**config.mk**
```make
export PLATFORM = sky130hd
export DESIGN_NAME = ssrd_top
export DESIGN_NICKNAME = d
export VERILOG_FILES = /design/src/inc/ssrd_pkg.sv /design/src/hw/ssrd_top.sv /design/src/hw/ssrd_sync.sv
export VERILOG_INCLUDE_DIRS = /design/src /design/src/inc
export SDC_FILE = /design/constraint.sdc
export NUM_CORES = 1
export LEC_CHECK = 0
export ABC_AREA = 1
export BUFFER_PORTS_ARGS = -buffer_cell sky130_fd_sc_hd__buf_2
export CORE_AREA = 5 5 134 136
export CTS_CLUSTER_DIAMETER = 60
export DETAILED_ROUTE_END_ITERATION = 16
export DIE_AREA = 0 0 139 141
export HOLD_SLACK_MARGIN = 0.15
export PLACE_DENSITY = 0.8
export SYNTH_ARGS = -nofsm -noshare
export SYNTH_HDL_FRONTEND = slang
export SYNTH_SLANG_ARGS = --single-unit
```
**constraint.sdc**
```tcl
create_clock -name sys_clk -period 5.3 [get_ports sys_clk]
set_clock_uncertainty 0.05 [all_clocks]
set_input_delay 0.53 -clock sys_clk [delete_from_list [all_inputs] [get_ports sys_clk]]
set_output_delay 0.53 -clock sys_clk [all_outputs]
set_load 0.05 [all_outputs]
```
**src/inc/ssrd_map.svh**
```systemverilog
`ifndef SSRD_MAP_SVH
`define SSRD_MAP_SVH

`define SSRD_CLK_HZ        10000000
`define SSRD_FRAME_BITS    5'h10
`define SSRD_CNT_ONE       5'h01
`define SSRD_SO_MSB        15
`define SSRD_WD_BIT        15
`define SSRD_ADDR_HI       12
`define SSRD_ADDR_LO       8
`define SSRD_OSEL_HI       12
`define SSRD_OSEL_LO       11
`define SSRD_CODE_HI       10
`define SSRD_CODE_LO       8
`define SSRD_DATA_HI       3
`define SSRD_SDATA_HI      4

`define SSRD_CODE_STAT     3'h0
`define SSRD_CODE_OCR      3'h1
`define SSRD_CODE_OCL      3'h2
`define SSRD_CODE_BLANK    3'h3
`define SSRD_CODE_DIAG     3'h4
`define SSRD_CODE_PROT     3'h5
`define SSRD_CODE_PIN      3'h6
`define SSRD_CODE_PINX     3'h7
`define SSRD_OSEL_ZERO     2'h0
`define SSRD_OSEL_ONE      2'h1
`define SSRD_A0_BIT        3

`define SSRD_OFF_STATUS    8'h00
`define SSRD_OFF_FAULT     8'h04

`define SSRD_RST_SEL       5'h00
`define SSRD_RST_NIB       4'h0
`define SSRD_RST_SENSE_N   4'hF
`define SSRD_RST_FAULT     6'h00
`define SSRD_RST_WORD      16'h0000
`define SSRD_RST_CNT       5'h00
`define SSRD_RST_WD        32'h0000_0000
`define SSRD_RST_DATA      32'h0000_0000
`define SSRD_RST_AGE       2'h0
`define SSRD_AGE_ONE       2'h1
`define SSRD_STRAP_AGE     2'h2

`define SSRD_DIAG_AO       0
`define SSRD_DIAG_DIRDIS   1
`define SSRD_PROT_OVDIS    0
`define SSRD_PROT_UVDIS    1
`define SSRD_FLT_UV        4
`define SSRD_FLT_OV        5

`endif

```
**src/inc/ssrd_pkg.sv**
```systemverilog
package ssrd_pkg;
  typedef enum logic [0:0] {LK_IDLE, LK_SHIFT} ssrd_link_t;
  typedef logic [3:0] ssrd_nib_t;
  typedef logic [4:0] ssrd_sel_t;
  typedef logic [15:0] ssrd_word_t;
endpackage

```
**src/hw/ssrd_top.sv**
```systemverilog
// Our own choices: the plain strobed port and the placing of the registers.
`include "ssrd_map.svh"

// Contract
// - previous select echoed in status bits 12:8
// - selection held until next valid select
// - diag code returns selected output's config
// - protection code returns supply protect config
// - watchdog code returns watchdog config
// - bit two high when watchdog expired
// - expired bit low in normal mode
// - strap code returns output two/zero states
// - strap bit one shows watchdog enable
// - strap bit zero shows wake level
// - direct code returns four input levels
// - extended code returns latch config three/two
// - unconfigured device uses defaults, protections on
// - inputs drive outputs, fault pin asserts
// - reset defaults: protections on, first levels
// - eight low, two high trip levels
// - four watchdog timings, first by default
// - sense ratios only by serial config
// - temperature latching default, serially changeable
module ssrd_top #(
  parameter int WD_T0_MS  = 10,
  parameter int WD_T1_MS  = 30,
  parameter int WD_T2_MS  = 100,
  parameter int WD_T3_MS  = 300,
  parameter int WD_T0_CYC = WD_T0_MS * (`SSRD_CLK_HZ / 1000),
  parameter int WD_T1_CYC = WD_T1_MS * (`SSRD_CLK_HZ / 1000),
  parameter int WD_T2_CYC = WD_T2_MS * (`SSRD_CLK_HZ / 1000),
  parameter int WD_T3_CYC = WD_T3_MS * (`SSRD_CLK_HZ / 1000)
) (
  input  wire logic              sys_clk,
  input  wire logic              rst,
  input  wire logic              ce,
  input  wire logic [7:0]        bus_addr,
  input  wire logic [31:0]       bus_wdata,
  input  wire logic              bus_wr,
  input  wire logic              bus_rd,
  output logic      [31:0]       bus_rdata,
  input  wire logic              link_cs_n,
  input  wire logic              link_sclk,
  input  wire logic              link_si,
  output logic                   link_so,
  output logic                   link_so_oe,
  input  wire logic              wake_pin,
  input  wire logic              failsafe_strap_input,
  input  wire logic              fs_strap_hs2,
  input  wire logic              fs_strap_hs0,
  input  wire logic [3:0]        direct_control_inputs,
  output ssrd_pkg::ssrd_nib_t    switch_out,
  output logic                   fault_flag_n
);
  import ssrd_pkg::*;

  // pin synchronisers
  logic [10:0] pins_s;
  ssrd_sync #(.W(11)) u_sync (
    .sys_clk (sys_clk),
    .rst     (rst),
    .ce      (ce),
    .d_in    ({direct_control_inputs, fs_strap_hs0, fs_strap_hs2,
                failsafe_strap_input, wake_pin, link_si, link_sclk, link_cs_n}),
    .q_out   (pins_s)
  );

  wire       cs_n_s  = pins_s[0];
  wire       sclk_s  = pins_s[1];
  wire       si_s    = pins_s[2];
  wire       wake_s  = pins_s[3];
  wire       fsi_s   = pins_s[4];
  wire       hs2_s   = pins_s[5];
  wire       hs0_s   = pins_s[6];
  wire [3:0] din_s   = pins_s[10:7];

  // state
  ssrd_link_t link_ff;
  ssrd_link_t nxt_link;
  logic       sclk_q_ff;
  logic       cs_q_ff;
  logic [4:0] bit_cnt_ff;
  ssrd_word_t rx_ff;
  ssrd_word_t tx_ff;
  logic       wd_in_ff;
  ssrd_sel_t  prev_read_select_ff;
  ssrd_nib_t  in_spi_ff;
  ssrd_nib_t  sense_dis_n_ff;
  ssrd_nib_t  ocl_cfg_ff [4];
  ssrd_nib_t  blank_cfg_ff [4];
  ssrd_nib_t  diag_slew_config_ff [4];
  ssrd_nib_t  supply_protect_config_ff;
  ssrd_nib_t  watchdog_config_ff;
  logic       strap_done_ff;
  logic [1:0] strap_age_ff;
  logic       wd_en_ff;
  logic       fs_hs2_ff;
  logic       fs_hs0_ff;
  logic [31:0] wd_cnt_ff;
  logic       watchdog_expired_flag_ff;
  logic [5:0] fault_ff;
  ssrd_nib_t  switch_out_ff;
  logic       fault_flag_n_ff;
  logic [31:0] bus_rdata_ff;

  // link edge and frame decode
  wire sclk_rise  = sclk_s & ~sclk_q_ff;
  wire sclk_fall  = ~sclk_s & sclk_q_ff;
  wire cs_fall    = ~cs_n_s & cs_q_ff;
  wire cs_rise    = cs_n_s & ~cs_q_ff;
  wire frame_ok   = cs_rise && (link_ff == LK_SHIFT) && (bit_cnt_ff == `SSRD_FRAME_BITS);
  wire [1:0] f_osel = rx_ff[`SSRD_OSEL_HI:`SSRD_OSEL_LO];
  wire [2:0] f_code = rx_ff[`SSRD_CODE_HI:`SSRD_CODE_LO];
  wire [3:0] f_data = rx_ff[`SSRD_DATA_HI:0];
  wire wr_stat   = frame_ok && f_code == `SSRD_CODE_STAT;
  wire wr_ocr0   = frame_ok && f_code == `SSRD_CODE_OCR && f_osel == `SSRD_OSEL_ZERO;
  wire wr_ocr1   = frame_ok && f_code == `SSRD_CODE_OCR && f_osel == `SSRD_OSEL_ONE;
  wire wr_ocl    = frame_ok && f_code == `SSRD_CODE_OCL;
  wire wr_blank  = frame_ok && f_code == `SSRD_CODE_BLANK;
  wire wr_diag   = frame_ok && f_code == `SSRD_CODE_DIAG;
  wire wr_prot   = frame_ok && f_code == `SSRD_CODE_PROT && f_osel == `SSRD_OSEL_ZERO;
  wire wr_wdr    = frame_ok && f_code == `SSRD_CODE_PROT && f_osel == `SSRD_OSEL_ONE;

  // readback selection
  wire [2:0] s_code = prev_read_select_ff[2:0];
  wire [1:0] s_osel = prev_read_select_ff[4:3];
  wire       s_a0   = prev_read_select_ff[`SSRD_A0_BIT];
  wire       s_hi   = prev_read_select_ff[4];
  wire [3:0] nib_ocr  = s_a0 ? sense_dis_n_ff : in_spi_ff;
  wire [3:0] nib_wdr  = {1'b0, watchdog_expired_flag_ff, watchdog_config_ff[1:0]};
  wire [3:0] nib_prot = s_a0 ? nib_wdr : supply_protect_config_ff;
  wire [3:0] nib_pin0 = {fs_hs2_ff, fs_hs0_ff, wd_en_ff, wake_s};
  wire [3:0] nib_pin  = s_a0 ? din_s : nib_pin0;
  wire [3:0] nib_pinx = {watchdog_config_ff[3:2], 2'b00};
  wire [3:0] so_nib =
      (s_code == `SSRD_CODE_OCR   && !s_hi) ? nib_ocr :
      (s_code == `SSRD_CODE_OCL)            ? ocl_cfg_ff[s_osel] :
      (s_code == `SSRD_CODE_BLANK)          ? blank_cfg_ff[s_osel] :
      (s_code == `SSRD_CODE_DIAG)           ? diag_slew_config_ff[s_osel] :
      (s_code == `SSRD_CODE_PROT  && !s_hi) ? nib_prot :
      (s_code == `SSRD_CODE_PIN   && !s_hi) ? nib_pin :
      (s_code == `SSRD_CODE_PINX  && s_osel == `SSRD_OSEL_ONE) ? nib_pinx :
      `SSRD_RST_NIB;
  wire [3:0] fault_out = fault_ff[3:0];
  wire [15:0] so_word = {wd_in_ff, fault_ff[`SSRD_FLT_UV], fault_ff[`SSRD_FLT_OV],
                         prev_read_select_ff, fault_out, so_nib};

  // watchdog
  wire [31:0] wd_period =
      (watchdog_config_ff[1:0] == 2'h0) ? 32'(WD_T0_CYC) :
      (watchdog_config_ff[1:0] == 2'h1) ? 32'(WD_T1_CYC) :
      (watchdog_config_ff[1:0] == 2'h2) ? 32'(WD_T2_CYC) : 32'(WD_T3_CYC);
  wire        wd_hit = wd_en_ff && (wd_cnt_ff >= wd_period - 32'h1);
  wire        nxt_expired = wake_s && (watchdog_expired_flag_ff || wd_hit);
  wire        strap_take = strap_age_ff == `SSRD_STRAP_AGE;
  wire [31:0] nxt_wd_cnt = (frame_ok || !wd_en_ff || watchdog_expired_flag_ff) ?
                           `SSRD_RST_WD : wd_cnt_ff + 32'h1;

  // output control and protection
  wire uv_off = fault_ff[`SSRD_FLT_UV] & ~supply_protect_config_ff[`SSRD_PROT_UVDIS];
  wire ov_off = fault_ff[`SSRD_FLT_OV] & ~supply_protect_config_ff[`SSRD_PROT_OVDIS];
  wire [3:0] fs_state = {1'b0, fs_hs2_ff, 1'b0, fs_hs0_ff};
  ssrd_nib_t nxt_switch;
  for (genvar i = 0; i < 4; i++) begin : g_out
    wire use_din = din_s[i] & ~diag_slew_config_ff[i][`SSRD_DIAG_DIRDIS];
    wire ctl_on  = diag_slew_config_ff[i][`SSRD_DIAG_AO] ? (use_din & in_spi_ff[i]) :
                                                          (use_din | in_spi_ff[i]);
    assign nxt_switch[i] = ~fault_out[i] & ~uv_off & ~ov_off &
                           (watchdog_expired_flag_ff ? fs_state[i] : ctl_on);
  end
  wire nxt_fault_n = ~(|fault_out | fault_ff[`SSRD_FLT_UV] | fault_ff[`SSRD_FLT_OV]);

  // register bus decode
  wire hit_status = bus_addr == `SSRD_OFF_STATUS;
  wire hit_fault  = bus_addr == `SSRD_OFF_FAULT;
  wire [31:0] rd_status = {24'h000000, prev_read_select_ff, wd_en_ff,
                           watchdog_expired_flag_ff, 1'b0};
  wire [31:0] rd_fault  = {26'h0000000, fault_ff};
  wire [31:0] nxt_rdata = !bus_rd    ? `SSRD_RST_DATA :
                          hit_status ? rd_status :
                          hit_fault  ? rd_fault : `SSRD_RST_DATA;

  // link sequencing
  always_comb begin
    nxt_link = link_ff;
    unique case (link_ff)
      LK_IDLE:  if (cs_fall) nxt_link = LK_SHIFT;
      LK_SHIFT: if (cs_rise) nxt_link = LK_IDLE;
    endcase
  end

  always_ff @(posedge sys_clk) begin
    if (rst) begin
      link_ff    <= LK_IDLE;
      sclk_q_ff  <= 1'b0;
      cs_q_ff    <= 1'b1;
      bit_cnt_ff <= `SSRD_RST_CNT;
      rx_ff      <= `SSRD_RST_WORD;
      tx_ff      <= `SSRD_RST_WORD;
    end else if (ce) begin
      link_ff   <= nxt_link;
      sclk_q_ff <= sclk_s;
      cs_q_ff   <= cs_n_s;
      if (cs_fall) begin
        bit_cnt_ff <= `SSRD_RST_CNT;
        tx_ff      <= so_word;
      end else if (link_ff == LK_SHIFT && sclk_rise) begin
        rx_ff      <= {rx_ff[14:0], si_s};
        bit_cnt_ff <= bit_cnt_ff + `SSRD_CNT_ONE;
      end else if (link_ff == LK_SHIFT && sclk_fall) begin
        tx_ff <= {tx_ff[14:0], 1'b0};
      end
    end
  end

  always_ff @(posedge sys_clk) begin
    if (rst) begin
      link_so    <= 1'b0;
      link_so_oe <= 1'b0;
    end else if (ce) begin
      link_so    <= tx_ff[`SSRD_SO_MSB];
      link_so_oe <= (link_ff == LK_SHIFT) & ~cs_n_s;
    end
  end

  // serial configuration; defaults apply until written
  always_ff @(posedge sys_clk) begin
    if (rst) begin
      wd_in_ff                 <= 1'b0;
      prev_read_select_ff      <= `SSRD_RST_SEL;
      in_spi_ff                <= `SSRD_RST_NIB;
      sense_dis_n_ff           <= `SSRD_RST_SENSE_N;
      supply_protect_config_ff <= `SSRD_RST_NIB;
      watchdog_config_ff       <= `SSRD_RST_NIB;
    end else if (ce && frame_ok) begin
      wd_in_ff <= rx_ff[`SSRD_WD_BIT];
      if (wr_stat) prev_read_select_ff <= rx_ff[`SSRD_SDATA_HI:0];
      if (wr_ocr0) in_spi_ff <= f_data;
      if (wr_ocr1) sense_dis_n_ff <= f_data;
      if (wr_prot) supply_protect_config_ff <= f_data;
      if (wr_wdr) watchdog_config_ff <= f_data;
    end
  end

  for (genvar i = 0; i < 4; i++) begin : g_cfg
    wire sel_me = f_osel == 2'(i);
    always_ff @(posedge sys_clk) begin
      if (rst) begin
        ocl_cfg_ff[i]          <= `SSRD_RST_NIB;
        blank_cfg_ff[i]        <= `SSRD_RST_NIB;
        diag_slew_config_ff[i] <= `SSRD_RST_NIB;
      end else if (ce && sel_me) begin
        if (wr_ocl) ocl_cfg_ff[i] <= f_data;
        if (wr_blank) blank_cfg_ff[i] <= f_data;
        if (wr_diag) diag_slew_config_ff[i] <= f_data;
      end
    end
  end

  // straps caught once, after the synchronisers hold real pin levels
  always_ff @(posedge sys_clk) begin
    if (rst) begin
      strap_age_ff  <= `SSRD_RST_AGE;
      strap_done_ff <= 1'b0;
      wd_en_ff      <= 1'b0;
      fs_hs2_ff     <= 1'b0;
      fs_hs0_ff     <= 1'b0;
    end else if (ce && !strap_done_ff) begin
      strap_age_ff <= strap_age_ff + `SSRD_AGE_ONE;
      if (strap_take) begin
        strap_done_ff <= 1'b1;
        wd_en_ff      <= fsi_s;
        fs_hs2_ff     <= hs2_s;
        fs_hs0_ff     <= hs0_s;
      end
    end
  end

  always_ff @(posedge sys_clk) begin
    if (rst) begin
      wd_cnt_ff                <= `SSRD_RST_WD;
      watchdog_expired_flag_ff <= 1'b0;
      fault_ff                 <= `SSRD_RST_FAULT;
      switch_out_ff            <= `SSRD_RST_NIB;
      fault_flag_n_ff          <= 1'b1;
      bus_rdata_ff             <= `SSRD_RST_DATA;
    end else if (ce) begin
      wd_cnt_ff                <= nxt_wd_cnt;
      watchdog_expired_flag_ff <= nxt_expired;
      if (bus_wr && hit_fault) fault_ff <= bus_wdata[5:0];
      switch_out_ff            <= nxt_switch;
      fault_flag_n_ff          <= nxt_fault_n;
      bus_rdata_ff             <= nxt_rdata;
    end
  end

  assign switch_out   = switch_out_ff;
  assign fault_flag_n = fault_flag_n_ff;
  assign bus_rdata    = bus_rdata_ff;
endmodule

```
**src/hw/ssrd_sync.sv**
```systemverilog
module ssrd_sync #(
  parameter int W = 11
) (
  input  wire logic         sys_clk,
  input  wire logic         rst,
  input  wire logic         ce,
  input  wire logic [W-1:0] d_in,
  output logic      [W-1:0] q_out
);
  import ssrd_pkg::*;

  logic [W-1:0] meta_ff;
  logic [W-1:0] q_ff;

  // two flops per bit, first stage read only by the second
  for (genvar i = 0; i < W; i++) begin : g_bit
    always_ff @(posedge sys_clk) begin
      if (rst) begin
        meta_ff[i] <= 1'b0;
        q_ff[i]    <= 1'b0;
      end else if (ce) begin
        meta_ff[i] <= d_in[i];
        q_ff[i]    <= meta_ff[i];
      end
    end
  end

  assign q_out = q_ff;
endmodule

```
Word-level counts from Yosys, hierarchy flattened. Memories as Yosys holds them, arrays and structs flattened. A register that Yosys moved wholly into a read port is not among the register bits. Cells that the tools add are included. Widths: inputs -> output; s select.

Mux-type cells: 92. Magnitude comparators: 1. Reductions and logical operators: 50. Equal/unequal tests: 22. Bitwise logic cells: 64. Add/sub/neg operators: 4.

Operator list (number): $mux 4 (22); $mux 22 (3); $mux 1 (51); $mux 16 (3); $add 32x1->32 const B (1); $ge 32x32->1 (1); $mux 32 (1); $and 1x1->1 (27); $logic_and 1x1->1 (27); $sub 22x1->23 const B (1); $not 1->1 (19); $eq 3x3->1 const B (6); $or 1x1->1 (18); $mux 8 (2); $reduce_and 2->1 (8); $eq 3x2->1 const B (4); $mux 2 (6); $mux 5 (2); $eq 2x2->1 const B (4); $eq 8x3->1 const B (1); $logic_not 8->1 (1); $eq 2x1->1 const B (3); $eq 3x1->1 const B (2); $mux 6 (1); 12 further kinds (19).

Memory bits (writable): 48. Output and inout port bits: 39. Memories kept: 3. Bits in registers: 168. Word-level logic and storage cells: 283.

Memories: blank_cfg_ff (depth 4, bits a word 4, rd ports 1, clocked after Yosys merged registers in 1, write ports 4, line ssrd_top.sv:90) `ssrd_nib_t blank_cfg_ff [4];`; diag_slew_config_ff (depth 4, bits a word 4, rd ports 5, clocked after Yosys merged registers in 1, write ports 4, line ssrd_top.sv:91) `ssrd_nib_t diag_slew_config_ff [4];`; ocl_cfg_ff (depth 4, bits a word 4, rd ports 1, clocked after Yosys merged registers in 1, write ports 4, line ssrd_top.sv:89) `ssrd_nib_t ocl_cfg_ff [4];`.

Depth between registers and ports, before layout. Gate-level depths: netlist of the first run.

Depth after elaboration: 10. Depth in mapped cells: 14. Gate-level depth less buffers: 14.

Modules after synthesis. From an unflattened synthesis of the first run, not the netlist that was laid out.

Cells, all modules: 1389. Area total of the unflattened synthesis: 9972.1 µm².

By module, submodules not included: ssrd_top (instances 1, area each 9046.2 µm², cells an instance 1249); ssrd_sync (instances 1, area each 925.9 µm², cells an instance 140).

Worst setup path before layout of the first run. OpenSTA, ideal clock, no wires.

Path kind: reg-to-reg. From: reg watchdog_config_ff[0]. To: reg watchdog_expired_flag_ff. Buffers on the path: 0. Required time: 5180 ps. Data arrival time: 1858 ps. Stages on the path, launching flop included: 15. Setup slack: 3322 ps. Cell sequence: dfxtp_1 > inv_1 > ha_1 > or2_2 > ha_1 > inv_1 > a21oi_1 > nand3_1 > nand2_1 > nand2_1 > nand2_1 > nor2_1 > nand2_1 > nand2_1 > a21oi_1.

Longest elaborated chain between the ends: 9. Elaborated cells on any way between the ends: 11. Classes of those cells: add/sub: 1; order compare: 1; eq/ne: 2; mux: 3; reduce/logical: 4.

Ends and longest elaborated chain: start, declared (line ssrd_top.sv:93) `ssrd_nib_t watchdog_config_ff;`; start signal, assigned (line ssrd_top.sv:234) `` watchdog_config_ff <= `SSRD_RST_NIB; ``; start signal, assigned (line ssrd_top.sv:241) `if (wr_wdr) watchdog_config_ff <= f_data;`; $eq 2x2->1 (line ssrd_top.sv:152) `(watchdog_config_ff[1:0] == 2'h2) ? 32'(WD_T2_CYC) : 32'(WD_T3_CYC);`; $mux 22 (line ssrd_top.sv:152); $mux 22 (line ssrd_top.sv:151) `(watchdog_config_ff[1:0] == 2'h1) ? 32'(WD_T1_CYC) :`; $mux 22 (*) (line ssrd_top.sv:150) `(watchdog_config_ff[1:0] == 2'h0) ? 32'(WD_T0_CYC) :`; $sub 22x1->23 (*) (line ssrd_top.sv:153) `wire wd_hit = wd_en_ff && (wd_cnt_ff >= wd_period - 32'h1);`; $ge 32x32->1 (*) (line ssrd_top.sv:153); $logic_and 1x1->1 (*) (line ssrd_top.sv:153); $logic_or 1x1->1 (*) (line ssrd_top.sv:154) `wire nxt_expired = wake_s && (watchdog_expired_flag_ff || wd_hit);`; $logic_and 1x1->1 (*) (line ssrd_top.sv:154); end signal, assigned (line ssrd_top.sv:289) `watchdog_expired_flag_ff <= nxt_expired;`; end, declared (line ssrd_top.sv:100) `logic watchdog_expired_flag_ff;`.

Every way passes the cells marked *; elsewhere a longest branch is shown, timed or not. A chain may end at the register's enable or synchronous reset.

==> results of run 1 <==
[power groups by stage]
stage          Combinational [W]  Sequential [W]  Clock, W
6_report                0.000206         0.00159   0.00129
5_1_grt                 0.000228         0.00159   0.00136
4_1_cts                 0.000205         0.00159   0.00129
3_5_place_dp            0.000204         0.00162         0
3_3_place_gp            0.000201         0.00162         0
2_1_floorplan           0.000164         0.00162         0
[sequential cells by signal (all words and copies together), names as in the netlist, 11 cells and up, named ones only]
name                 count
blank_cfg_ff            16
u_sync.q_out            11
u_sync.meta_ff          11
ocl_cfg_ff              16
diag_slew_config_ff     16
wd_cnt_ff               32
tx_ff                   16
rx_ff                   16
[area by class of cell]
cell class | instances | area, µm²
Tap cell | 225 | 281.5
Clock inverter | 14 | 153.9
Clock buffer | 18 | 429.2
Multi-Input combinational cell | 982 | 4648
Sequential cell | 194 | 4364
Fill cell | 1472 | 6254
Inverter | 110 | 412.9
Timing Repair Buffer | 51 | 272.8
[metrics by stage]
| stage | hold slack [ns] | std cells |
|---|---|---|
| floorplan | 0.3744 | 1365 |
| global placement | 0.3875 | 1562 |
| global route | 0.2582 | 1594 |
| detailed placement | 0.3984 | 1562 |
| finish | 0.2654 | 1594 |
| CTS | 0.2647 | 1594 |
[kinds of logic (layout without fill, tap and decap cells)]
kind of cell / count (synthesis) / in the layout / share of synthesized area [%]
other cells: 1 / 25 / 0.03846
fa+ha+maj: 24 / 24 / 3.080
buf+inv: 189 / 193 / 8.495
simple gates: 689 / 689 / 29.96
xor+xnor: 9 / 9 / 0.8085
compound gates: 235 / 235 / 12.86
flops: 194 / 194 / 44.76
[routing by layer]
metal  part of all wire, %  up-vias  global-route usage [%]
met5                     0        -                       0
met4                   3.1        0                   10.09
met3                   7.8       57                   4.681
met2                    47      354                   40.48
met1                    42     4045                   31.33
li1                      -     4376                       -
[worst max-delay path by stage]
stage,end,slack [ns],depth (start not counted)
floorplan,watchdog_expired_flag_ff,3.32,14
global placement,wd_cnt_ff[12],2.45,11
detailed placement,wd_cnt_ff[12],2.44,12
CTS,tx_ff[3],2.78,9
global route,tx_ff[3],2.48,9
finish,tx_ff[3],2.79,9
[synth_stat cells, types with 4 or more instances]
master,n
a21oi_1,88
a31oi_1,20
buf_1,4
buf_2,17
buf_4,24
clkbuf_1,33
dfxtp_1,146
edfxtp_1,48
ha_1,24
inv_1,107
nand2_1,323
nand3_1,81
nand4_1,21
nor2_1,216
nor2_2,7
nor2_4,5
nor3_1,18
o211ai_1,7
o21ai_0,107
xor2_1,8
[worst min-delay path, stage by stage]
cell,delay (ns)
buf_2,0.07
nor2_1,0.03
nor2_1,0.08
==> flow_metrics.env, run 1 <==
export IMPL_synthFlopType="dfxtp_1"
export IMPL_async_flop_share_pct=0
export IMPL_power_frac_comb_pct=6.7
export IMPL_final_hold_violation_count=0
export IMPL_grt_use_total_pct=24.35
export IMPL_grt_max_degree=65
export IMPL_layout_min_cycle_time_ns=2.510
export IMPL_pwr_share_clk_pct=41.8
export IMPL_slew_headroom_pct=38.15
export IMPL_min_from="direct_control_inputs[0]"
export IMPL_ys_seq_area_share_pct=44.76
export IMPL_cp_cell_sequence="inv_1 -> nand2_1 -> nand3_1 -> nand2_1 -> nor2_1 -> nor2_1 -> nand4_1 -> nand2_1 -> a21oi_1"
export IMPL_dieArea_um2=19600
export IMPL_cap_viol_max_count=0
export IMPL_synth_edf_count=48
export IMPL_hp_class="primary input to flop"
export IMPL_fin_util_pct=62.81
export IMPL_io_buffers=44
export IMPL_sw_frac_of_total_pct=24.96
export IMPL_worstPathRequired_ns=5.58
export IMPL_syn_to_final_growth_pct=8.328
export IMPL_synth_top_cell_area_share_pct=29.98
export IMPL_post_dp_cell_area_um2=9980
export IMPL_antenna_left=0
export IMPL_num_vias=8832
export IMPL_ys_ff_latch=194
export IMPL_remaining_drc_errors=0
export IMPL_drt_iter0_drc=777
export IMPL_gp_congestion=0.9560
export IMPL_drt_wl_total_mm=23.80
export IMPL_antenna_found_initial=0
export IMPL_die_w_um=139
export IMPL_fin_crit_sh_pct=47.37
export IMPL_cts_tree="built"
export IMPL_io_pins=95
export IMPL_hold_buffers=0
export IMPL_dieHeight_um=141
export IMPL_netlist_cell_type_count=41
export IMPL_min_to="u_sync.meta_ff[7]"
export IMPL_path_buf_inv=1
export IMPL_dpl_worst_slack_ns=2.435
export IMPL_syn_area_per_cell_um2=7.271
export IMPL_final_area_um2=10560
export IMPL_hpwl_mm=16.43
export IMPL_clkLatencyLatePin_ns=0.44
export IMPL_clock_sinks=194
export IMPL_power_density_nw_per_um2=291.8
export IMPL_p_total_w=0.003082
export IMPL_grt_pass1_vias=8226
export IMPL_drv_slew=0
export IMPL_ctsResizeCount=0
export IMPL_seqPwrFrac_pct=51.5
export IMPL_synth_area_top_cells="dfxtp_1 (30%), edfxtp_1 (15%), nand2_1 (12%)"
export IMPL_cp_arrival_ns=2.79
export IMPL_max_freq_ghz=0.3983
export IMPL_avgRoutedWirePerCell_um=14.93
export IMPL_setup_viol=0
export IMPL_yosysTopAreaCell="dfxtp_1"
export IMPL_crit_top_cell="nand2_1"
export IMPL_status="complete, no violations"
export IMPL_cts_buffers=17
export IMPL_final_cell_mix="nand2_1 (323), nor2_1 (216), dfxtp_1 (146)"
export IMPL_vias_per_cell=5.541
export IMPL_path_max_fanout=26
export IMPL_layout_drive_gt1_share_pct=8.181
export IMPL_fin_ws_ns=2.790
export IMPL_synthesis_area_um2=9751
export IMPL_yosys_warnings=0
export IMPL_post_cts_buffers=0
export IMPL_r2r_slack_ns=2.79
export IMPL_critPathSlowestCell="dfxtp_1"
export IMPL_rsz0062_at_grt="false"
export IMPL_postSynthCellCount=1341
export IMPL_clockBufferDepth=2
export IMPL_p_leak_nw=4.020
export IMPL_max_stage_delay_ns=0.87
export IMPL_drt_first_pass_iters=5
export IMPL_grt_pass1_wl_mm=39.26
export IMPL_critical_path_class="flop to flop"
export IMPL_core_um2=16820
export IMPL_regToRegEndpoint="tx_ff[3]"
export IMPL_num_rows=48
export IMPL_htree_levels=4
export IMPL_overflow=0
export IMPL_clk_pin_slew_worst_paths_ns=0.07
export IMPL_worst_setup_path_end_kind="flop"
export IMPL_num_antenna_cells=0
export IMPL_hold_depth=3
export IMPL_setup_tns_ns=0
export IMPL_ir_drop_uv=188.8
export IMPL_power_switching_w=0.0007694
export IMPL_start_kind="flop"
export IMPL_critical_path_top_delay_family="flip-flops"
export IMPL_worst_r2r_path_depth=9
export IMPL_worst_slew_pin_slew_ns=0.9268
export IMPL_initial_utilization_pct=57.98
export IMPL_cts_root_buf="clkbuf_16"
export IMPL_final_common_cell="nand2_1"
export IMPL_p_int_w=0.002313
export IMPL_fin_nets=1436
Power figures use the tool's default switching activity.
==> run 2, diff against run 1 <==
--- a/config.mk
+++ b/config.mk
@@ -6,14 +6,14 @@
 export SDC_FILE = /design/constraint.sdc
 export NUM_CORES = 1
 export LEC_CHECK = 0
-export ABC_AREA = 1
+export ABC_AREA = 0
 export BUFFER_PORTS_ARGS = -buffer_cell sky130_fd_sc_hd__buf_2
-export CORE_AREA = 5 5 134 136
+export CORE_AREA = 5 5 132 134
 export CTS_CLUSTER_DIAMETER = 60
 export DETAILED_ROUTE_END_ITERATION = 16
-export DIE_AREA = 0 0 139 141
+export DIE_AREA = 0 0 137 139
 export HOLD_SLACK_MARGIN = 0.15
-export PLACE_DENSITY = 0.8
+export PLACE_DENSITY = 0.79
 export SYNTH_ARGS = -nofsm -noshare
 export SYNTH_HDL_FRONTEND = slang
 export SYNTH_SLANG_ARGS = --single-unit
==> constraint.sdc (replaced) <==
create_clock -name sys_clk -period 2.6 [get_ports sys_clk]
set_clock_uncertainty 0.05 [all_clocks]
set_input_delay 0.26 -clock sys_clk [delete_from_list [all_inputs] [get_ports sys_clk]]
set_output_delay 0.26 -clock sys_clk [all_outputs]
set_load 0.05 [all_outputs]
==> run 2 against run 1 <==
Against the previous run: utilization is 1.3 points higher; non-clock buffer count is 30 higher; cell area is 1.8% lower; synthesized cell count is 26% lower; count of clock-buffer cells in the layout stayed put; maximum frequency is 4.9% higher; synthesized area is 4.9% lower; die area is 2.8% lower; sequential cell count stayed put; combinational power is 92% higher; largest power group unchanged; highest routed layer unchanged.
==> flow_metrics.env, run 2 <==
export IMPL_cts_buffers=17
export IMPL_clock_sinks=194
export IMPL_slew_headroom_pct=33.71
export IMPL_worstPathRequired_ns=2.91
export IMPL_syn_to_final_growth_pct=11.89
export IMPL_drv_slew=0
export IMPL_regToRegEndpoint="watchdog_expired_flag_ff"
export IMPL_hold_ws_ns=0.2239
export IMPL_path_max_fanout=6
export IMPL_netlist_cell_type_count=74
export IMPL_multiInputGateArea_um2=4438
export IMPL_r2r_start="watchdog_config_ff[0]"
export IMPL_die_w_um=137
export IMPL_final_hold_violation_count=0
export IMPL_synth_edf_count=48
export IMPL_cts_tree="built"
export IMPL_num_vias=7139
export IMPL_hpwl_mm=14.01
export IMPL_overflow=0
export IMPL_seqCellArea_um2=4364
export IMPL_yosysMostFrequentCell="nor2_1"
export IMPL_critical_path_class="flop to flop"
export IMPL_ys_ff_latch=194
export IMPL_final_common_cell="nor2_1"
export IMPL_grt_pass1_vias=6648
export IMPL_cts_root_buf="clkbuf_16"
export IMPL_ctsResizeCount=0
export IMPL_drt_iter0_drc=714
export IMPL_clkLatencyLatePin_ns=0.44
export IMPL_core_um2=16170
export IMPL_cp_arrival_ns=2.71
export IMPL_synth_top_cell_area_share_pct=31.52
export IMPL_start_kind="flop"
export IMPL_synthFlopType="dfxtp_1"
export IMPL_yosysTopAreaCell="dfxtp_1"
export IMPL_synthSimpleGateAreaFrac_pct=21.12
export IMPL_synth_top_family_by_area="simple AND/OR/NAND/NOR gates"
export IMPL_antenna_found_initial=0
export IMPL_yosys_warnings=0
export IMPL_dieHeight_um=139
export IMPL_drt_wl_total_mm=21.04
export IMPL_io_buffers=44
export IMPL_cp_cell_sequence="inv_1 -> ha_1 -> or2_2 -> ha_1 -> and3_1 -> and3_1 -> or3b_1 -> a31oi_1"
export IMPL_avgRoutedWirePerCell_um=16.66
export IMPL_layout_drive_gt1_share_pct=11.98
export IMPL_io_pins=95
export IMPL_gr_usage_met1_pct=29.53
export IMPL_fin_crit_sh_pct=92.04
export IMPL_antenna_left=0
export IMPL_grt_pass1_wl_mm=34.02
export IMPL_status="complete, no violations"
export IMPL_fill_cells=1252
export IMPL_setup_viol=0
export IMPL_hold_depth=3
export IMPL_worst_slew_pin_slew_ns=0.9944
export IMPL_setup_tns_ns=0
export IMPL_grt_max_degree=103
export IMPL_grt_busiest_layer="met2"
export IMPL_r2r_slack_ns=0.21
export IMPL_clk_pin_slew_worst_paths_ns=0.07
export IMPL_worst_setup_path_end_kind="flop"
export IMPL_grt_use_total_pct=22.47
export IMPL_syn_area_per_cell_um2=9.346
export IMPL_top_register="wd_cnt_ff"
export IMPL_vias_per_cell=5.652
export IMPL_max_stage_delay_ns=0.42
export IMPL_drt_first_pass_iters=6
export IMPL_gr_usage_met2_pct=37.36
export IMPL_initial_utilization_pct=57.33
export IMPL_max_freq_ghz=0.4179
export IMPL_critical_path_top_delay_family="simple AND/OR/NAND/NOR gates"
export IMPL_synth_fa_ha_area_share_pct=3.347
export IMPL_worst_r2r_path_depth=8
export IMPL_p_leak_nw=3.804
export IMPL_synthXorXnorAreaFrac_pct=3.117
export IMPL_async_flop_share_pct=0
export IMPL_clockBufferDepth=2
export IMPL_ys_seq_area_share_pct=47.07
export IMPL_synth_compound_area_share_pct=9.973
export IMPL_synth_area_top_cells="dfxtp_1 (32%), edfxtp_1 (16%), nor2_1 (7.3%)"
export IMPL_ir_drop_uv=464.7
export IMPL_remaining_drc_errors=0
export IMPL_met3_usage_pct=4.064
export IMPL_synthesis_area_um2=9271
export IMPL_fin_nets=1110
export IMPL_synthTopCellsByCount="nor2_1 (180), dfxtp_1 (146), nand2_1 (119), mux2i_1 (58), a21oi_1 (57)"
export IMPL_min_to="wd_in_ff"
export IMPL_htree_levels=4
export IMPL_power_density_nw_per_um2=626.6
export IMPL_rsz0062_at_grt="false"
export IMPL_layout_min_cycle_time_ns=2.393
export IMPL_min_from="ce"
export IMPL_dieArea_um2=19040
export IMPL_final_cell_mix="nor2_1 (180), dfxtp_1 (146), nand2_1 (119)"
export IMPL_path_buf_inv=1
export IMPL_postSynthCellCount=992
export IMPL_cap_viol_max_count=0
export IMPL_largest_reg_flops=32
export IMPL_hp_class="primary input to flop"
export IMPL_critPathSlowestCell="dfxtp_1"
export IMPL_gp_congestion=0.8748
export IMPL_synthMuxAreaShare_pct=9.298
export IMPL_num_rows=47
export IMPL_num_antenna_cells=0
[run 2: stage by stage]
step | area [µm²] | setup slack (ns) | power [W] | cells | util [%]
after floorplan | 9361 | 0.3989 | 0.003576 | 1016 | -
after global placement | 9542 | 0.2998 | 0.003638 | 1213 | 59.00
after detailed placement | 9542 | 0.2171 | 0.003647 | 1213 | 59.00
after CTS | 10370 | 0.1963 | 0.006512 | 1263 | 64.15
after global routing | 10370 | 0.04465 | 0.006681 | 1263 | 64.15
final | 10370 | 0.2069 | 0.006500 | 1263 | 64.15
[run 2: layout make-up]
cell class | count | share of cell area (%)
inverter | 23 | 0.8322
clock buffer | 18 | 4.137
multi-input combinational | 713 | 42.78
timing repair buffer | 81 | 5.379
tap | 220 | 2.653
sequential | 194 | 42.07
clock inverter | 14 | 2.147
[run 2: metal layers]
| layer | wire, µm | share of wire, % |
|---|---|---|
| met5 | 0 | 0 |
| met1 | 8882 | 42 |
| met2 | 10290 | 49 |
| met4 | 406 | 1.9 |
| met3 | 1466 | 7.0 |
[run 2: kinds of logic (layout without fill, tap and decap cells)]
group	count (synthesis)	in the layout
other	1	25
XOR/XNOR	33	33
AND/OR/NAND/NOR	417	417
adder cells (fa/ha/maj)	25	25
multiplexers	71	71
AO/OA/AOI/OAI	142	142
flip-flops	194	194
buffers and inverters	109	136
[run 2: worst max path at each step]
stage,startpoint,end,slack [ns],depth (start not counted)
floorplan,watchdog_config_ff[0],watchdog_expired_flag_ff,0.40,8
global placement,watchdog_config_ff[0],watchdog_expired_flag_ff,0.30,8
detailed placement,watchdog_config_ff[0],watchdog_expired_flag_ff,0.22,8
CTS,watchdog_config_ff[0],watchdog_expired_flag_ff,0.20,8
global route,bit_cnt_ff[0],wd_cnt_ff[23],0.04,7
finish,watchdog_config_ff[0],watchdog_expired_flag_ff,0.21,8
[run 2: timing repair]
| item | in CTS | in global routing |
|---|---|---|
| setup buffers | 0 | 0 |
| hold buffers | 18 | 0 |
| endpoints found under the hold margin | 20 | 0 |
[run 2: power breakdown]
group / switching (W) / internal, W / total (W)
Sequential: 0.0000489 / 0.00317 / 0.00322
Combinational: 0.000265 / 0.000130 / 0.000395
Clock: 0.00117 / 0.00172 / 0.00289
Total: 0.00148 / 0.00502 / 0.00650
[run 2: tightest hold or removal path, stage by stage]
cell,delay (ns)
buf_2,0.22
nand3_1,0.11
a21oi_1,0.06
==> run 3, diff against run 2 <==
--- a/config.mk
+++ b/config.mk
@@ -13,7 +13,7 @@
 export DETAILED_ROUTE_END_ITERATION = 16
 export DIE_AREA = 0 0 137 139
 export HOLD_SLACK_MARGIN = 0.15
-export PLACE_DENSITY = 0.79
+export PLACE_DENSITY_LB_ADDON = 0.3
 export SYNTH_ARGS = -nofsm -noshare
 export SYNTH_HDL_FRONTEND = slang
 export SYNTH_SLANG_ARGS = --single-unit
==> run 3 against run 2 <==
Against the previous run: cell area shrank 0.43%; combinational power is 2% lower; sequential cell count stayed put; clock power shrank 5%; worst setup slack worse by 0.046 ns; largest power group unchanged; global-route usage fell by 0.39 points; final cell count unchanged; non-clock buffer count stayed put.
==> flow_metrics.env, run 3 (synthesis gave the netlist of run 2 again) <==
export IMPL_pwr_share_clk_pct=43.2
export IMPL_die_w_um=137
export IMPL_grt_pass1_wl_mm=33.81
export IMPL_start_kind="flop"
export IMPL_cts_tree="built"
export IMPL_num_rows=47
export IMPL_layout_drive_gt1_share_pct=12.18
export IMPL_io_pins=95
export IMPL_max_stage_delay_ns=0.43
export IMPL_dieHeight_um=139
export IMPL_slew_headroom_pct=52.05
export IMPL_final_cell_mix="nor2_1 (180), dfxtp_1 (146), nand2_1 (119)"
export IMPL_power_switching_w=0.001494
export IMPL_p_leak_nw=3.793
export IMPL_io_buffers=44
export IMPL_gp_congestion=0.8487
export IMPL_hpwl_mm=14.35
export IMPL_avgRoutedWirePerCell_um=16.44
export IMPL_hp_class="primary input to flop"
export IMPL_top_register="wd_cnt_ff"
export IMPL_p_int_w=0.004846
export IMPL_dpl_worst_slack_ns=0.2209
export IMPL_max_freq_ghz=0.4100
export IMPL_cts_buffers=17
export IMPL_remaining_drc_errors=0
export IMPL_path_buf_inv=1
export IMPL_layout_min_cycle_time_ns=2.439
export IMPL_initial_utilization_pct=57.33
export IMPL_power_density_nw_per_um2=613.8
export IMPL_power_frac_comb_pct=6.1
export IMPL_cp_cell_sequence="inv_1 -> ha_1 -> or2_2 -> ha_1 -> and3_1 -> and3_1 -> or3b_1 -> a31oi_1"
export IMPL_drt_iter0_drc=606
export IMPL_num_vias=7081
export IMPL_vias_per_cell=5.606
export IMPL_dieArea_um2=19040
export IMPL_status="complete, no violations"
export IMPL_fin_ws_ns=0.1608
export IMPL_core_um2=16170
export IMPL_rsz0062_at_grt="false"
export IMPL_antenna_found_initial=0
export IMPL_final_common_cell="nor2_1"
export IMPL_drt_first_pass_iters=5
export IMPL_num_antenna_cells=0
export IMPL_critical_path_class="flop to flop"
export IMPL_worstPathRequired_ns=2.91
export IMPL_grt_use_total_pct=22.08
export IMPL_worst_slew_pin_slew_ns=0.7182
export IMPL_antenna_left=0
export IMPL_setup_tns_ns=0
export IMPL_seqPwrFrac_pct=50.7
export IMPL_cap_viol_max_count=0
export IMPL_fin_nets=1110
export IMPL_path_max_fanout=6
export IMPL_final_hold_violation_count=0
export IMPL_ir_drop_uv=489.7
export IMPL_ctsResizeCount=0
export IMPL_fin_crit_sh_pct=93.82
export IMPL_cts_root_buf="clkbuf_16"
export IMPL_cp_arrival_ns=2.75
export IMPL_overflow=0
export IMPL_htree_levels=4
export IMPL_setup_viol=0
export IMPL_clkLatencyLatePin_ns=0.43
export IMPL_clock_sinks=194
export IMPL_largest_reg_flops=32
export IMPL_worst_setup_path_end_kind="flop"
export IMPL_grt_pass1_vias=6742
export IMPL_critical_path_top_delay_family="simple AND/OR/NAND/NOR gates"
export IMPL_clk_pin_slew_worst_paths_ns=0.07
export IMPL_syn_to_final_growth_pct=11.40
export IMPL_drt_wl_total_mm=20.77
export IMPL_drv_slew=0
export IMPL_clockBufferDepth=2
export IMPL_critPathSlowestCell="dfxtp_1"
export IMPL_grt_max_degree=51
export IMPL_sw_frac_of_total_pct=23.57
[run 3: cell count changes in the layout (fill, tap and decap cells not counted), sizes merged]
cell / previous run / this run
bufinv: 5 / 3
inv: 27 / 28
clkinvlp: 3 / 1
dlygate4sd3: 18 / 17
buf: 63 / 64
clkinv: 2 / 5
[run 3: final cells by class]
| cell class | count | area [µm²] |
|---|---|---|
| Clock inverter | 14 | 192.7 |
| Timing Repair Buffer | 81 | 543.0 |
| Tap cell | 220 | 275.3 |
| Clock buffer | 18 | 429.2 |
| Fill cell | 1326 | 5843 |
| Sequential cell | 194 | 4364 |
| Multi-Input combinational cell | 713 | 4438 |
| Inverter | 23 | 86.33 |
[run 3: worst paths after layout]
kind / end / depth (start not counted) / slack, ns / from
setup / recovery: watchdog_expired_flag_ff / 8 / 0.16 / watchdog_config_ff[0]
hold reg to reg: rx_ff[8] / 2 / 0.40 / rx_ff[7]
hold / removal: rx_ff[14] / 2 / 0.21 / rst
setup reg to reg: watchdog_expired_flag_ff / 8 / 0.16 / watchdog_config_ff[0]
[run 3: per-layer routing]
metal,GRT usage [%],share of wire (%),wire length [µm]
met1,29.53,44,9077
met2,36.04,49,10070
met3,3.701,5.4,1111
met4,7.878,2.4,504
met5,0,0,0
[run 3: power by group through the flow]
stage	logic, W	registers (W)	clock network [W]
3_5_place_dp	0.000364	0.00328	0
5_1_grt	0.000420	0.00322	0.00291
6_report	0.000386	0.00322	0.00274
2_1_floorplan	0.000306	0.00327	0
4_1_cts	0.000386	0.00321	0.00277
3_3_place_gp	0.000359	0.00328	0
[run 3: worst register-to-register path: stages (launching register included)]
cell     delay, ns
dfxtp_1       0.43
inv_1         0.14
ha_1          0.26
or2_2         0.31
ha_1          0.32
and3_1        0.17
and3_1        0.18
or3b_1        0.34
a31oi_1       0.16
[run 3: what timing repair did]
item,CTS,global route
buffers inserted,0,0
hold buffers,17,0
hold endpoints to repair,17,0
[run 3: stage by stage]
| step | power [W] | hold slack [ns] | util (%) | instance area, µm² | std cells |
|---|---|---|---|---|---|
| global route | 0.006550 | 0.2295 | 63.87 | 10330 | 1263 |
| global placement | 0.003639 | 0.3885 | 58.97 | 9537 | 1214 |
| detailed placement | 0.003648 | 0.3933 | 58.97 | 9537 | 1214 |
| finish | 0.006340 | 0.2129 | 63.87 | 10330 | 1263 |
| CTS | 0.006367 | 0.2007 | 63.87 | 10330 | 1263 |
| floorplan | 0.003576 | 0.3539 | - | 9361 | 1016 |
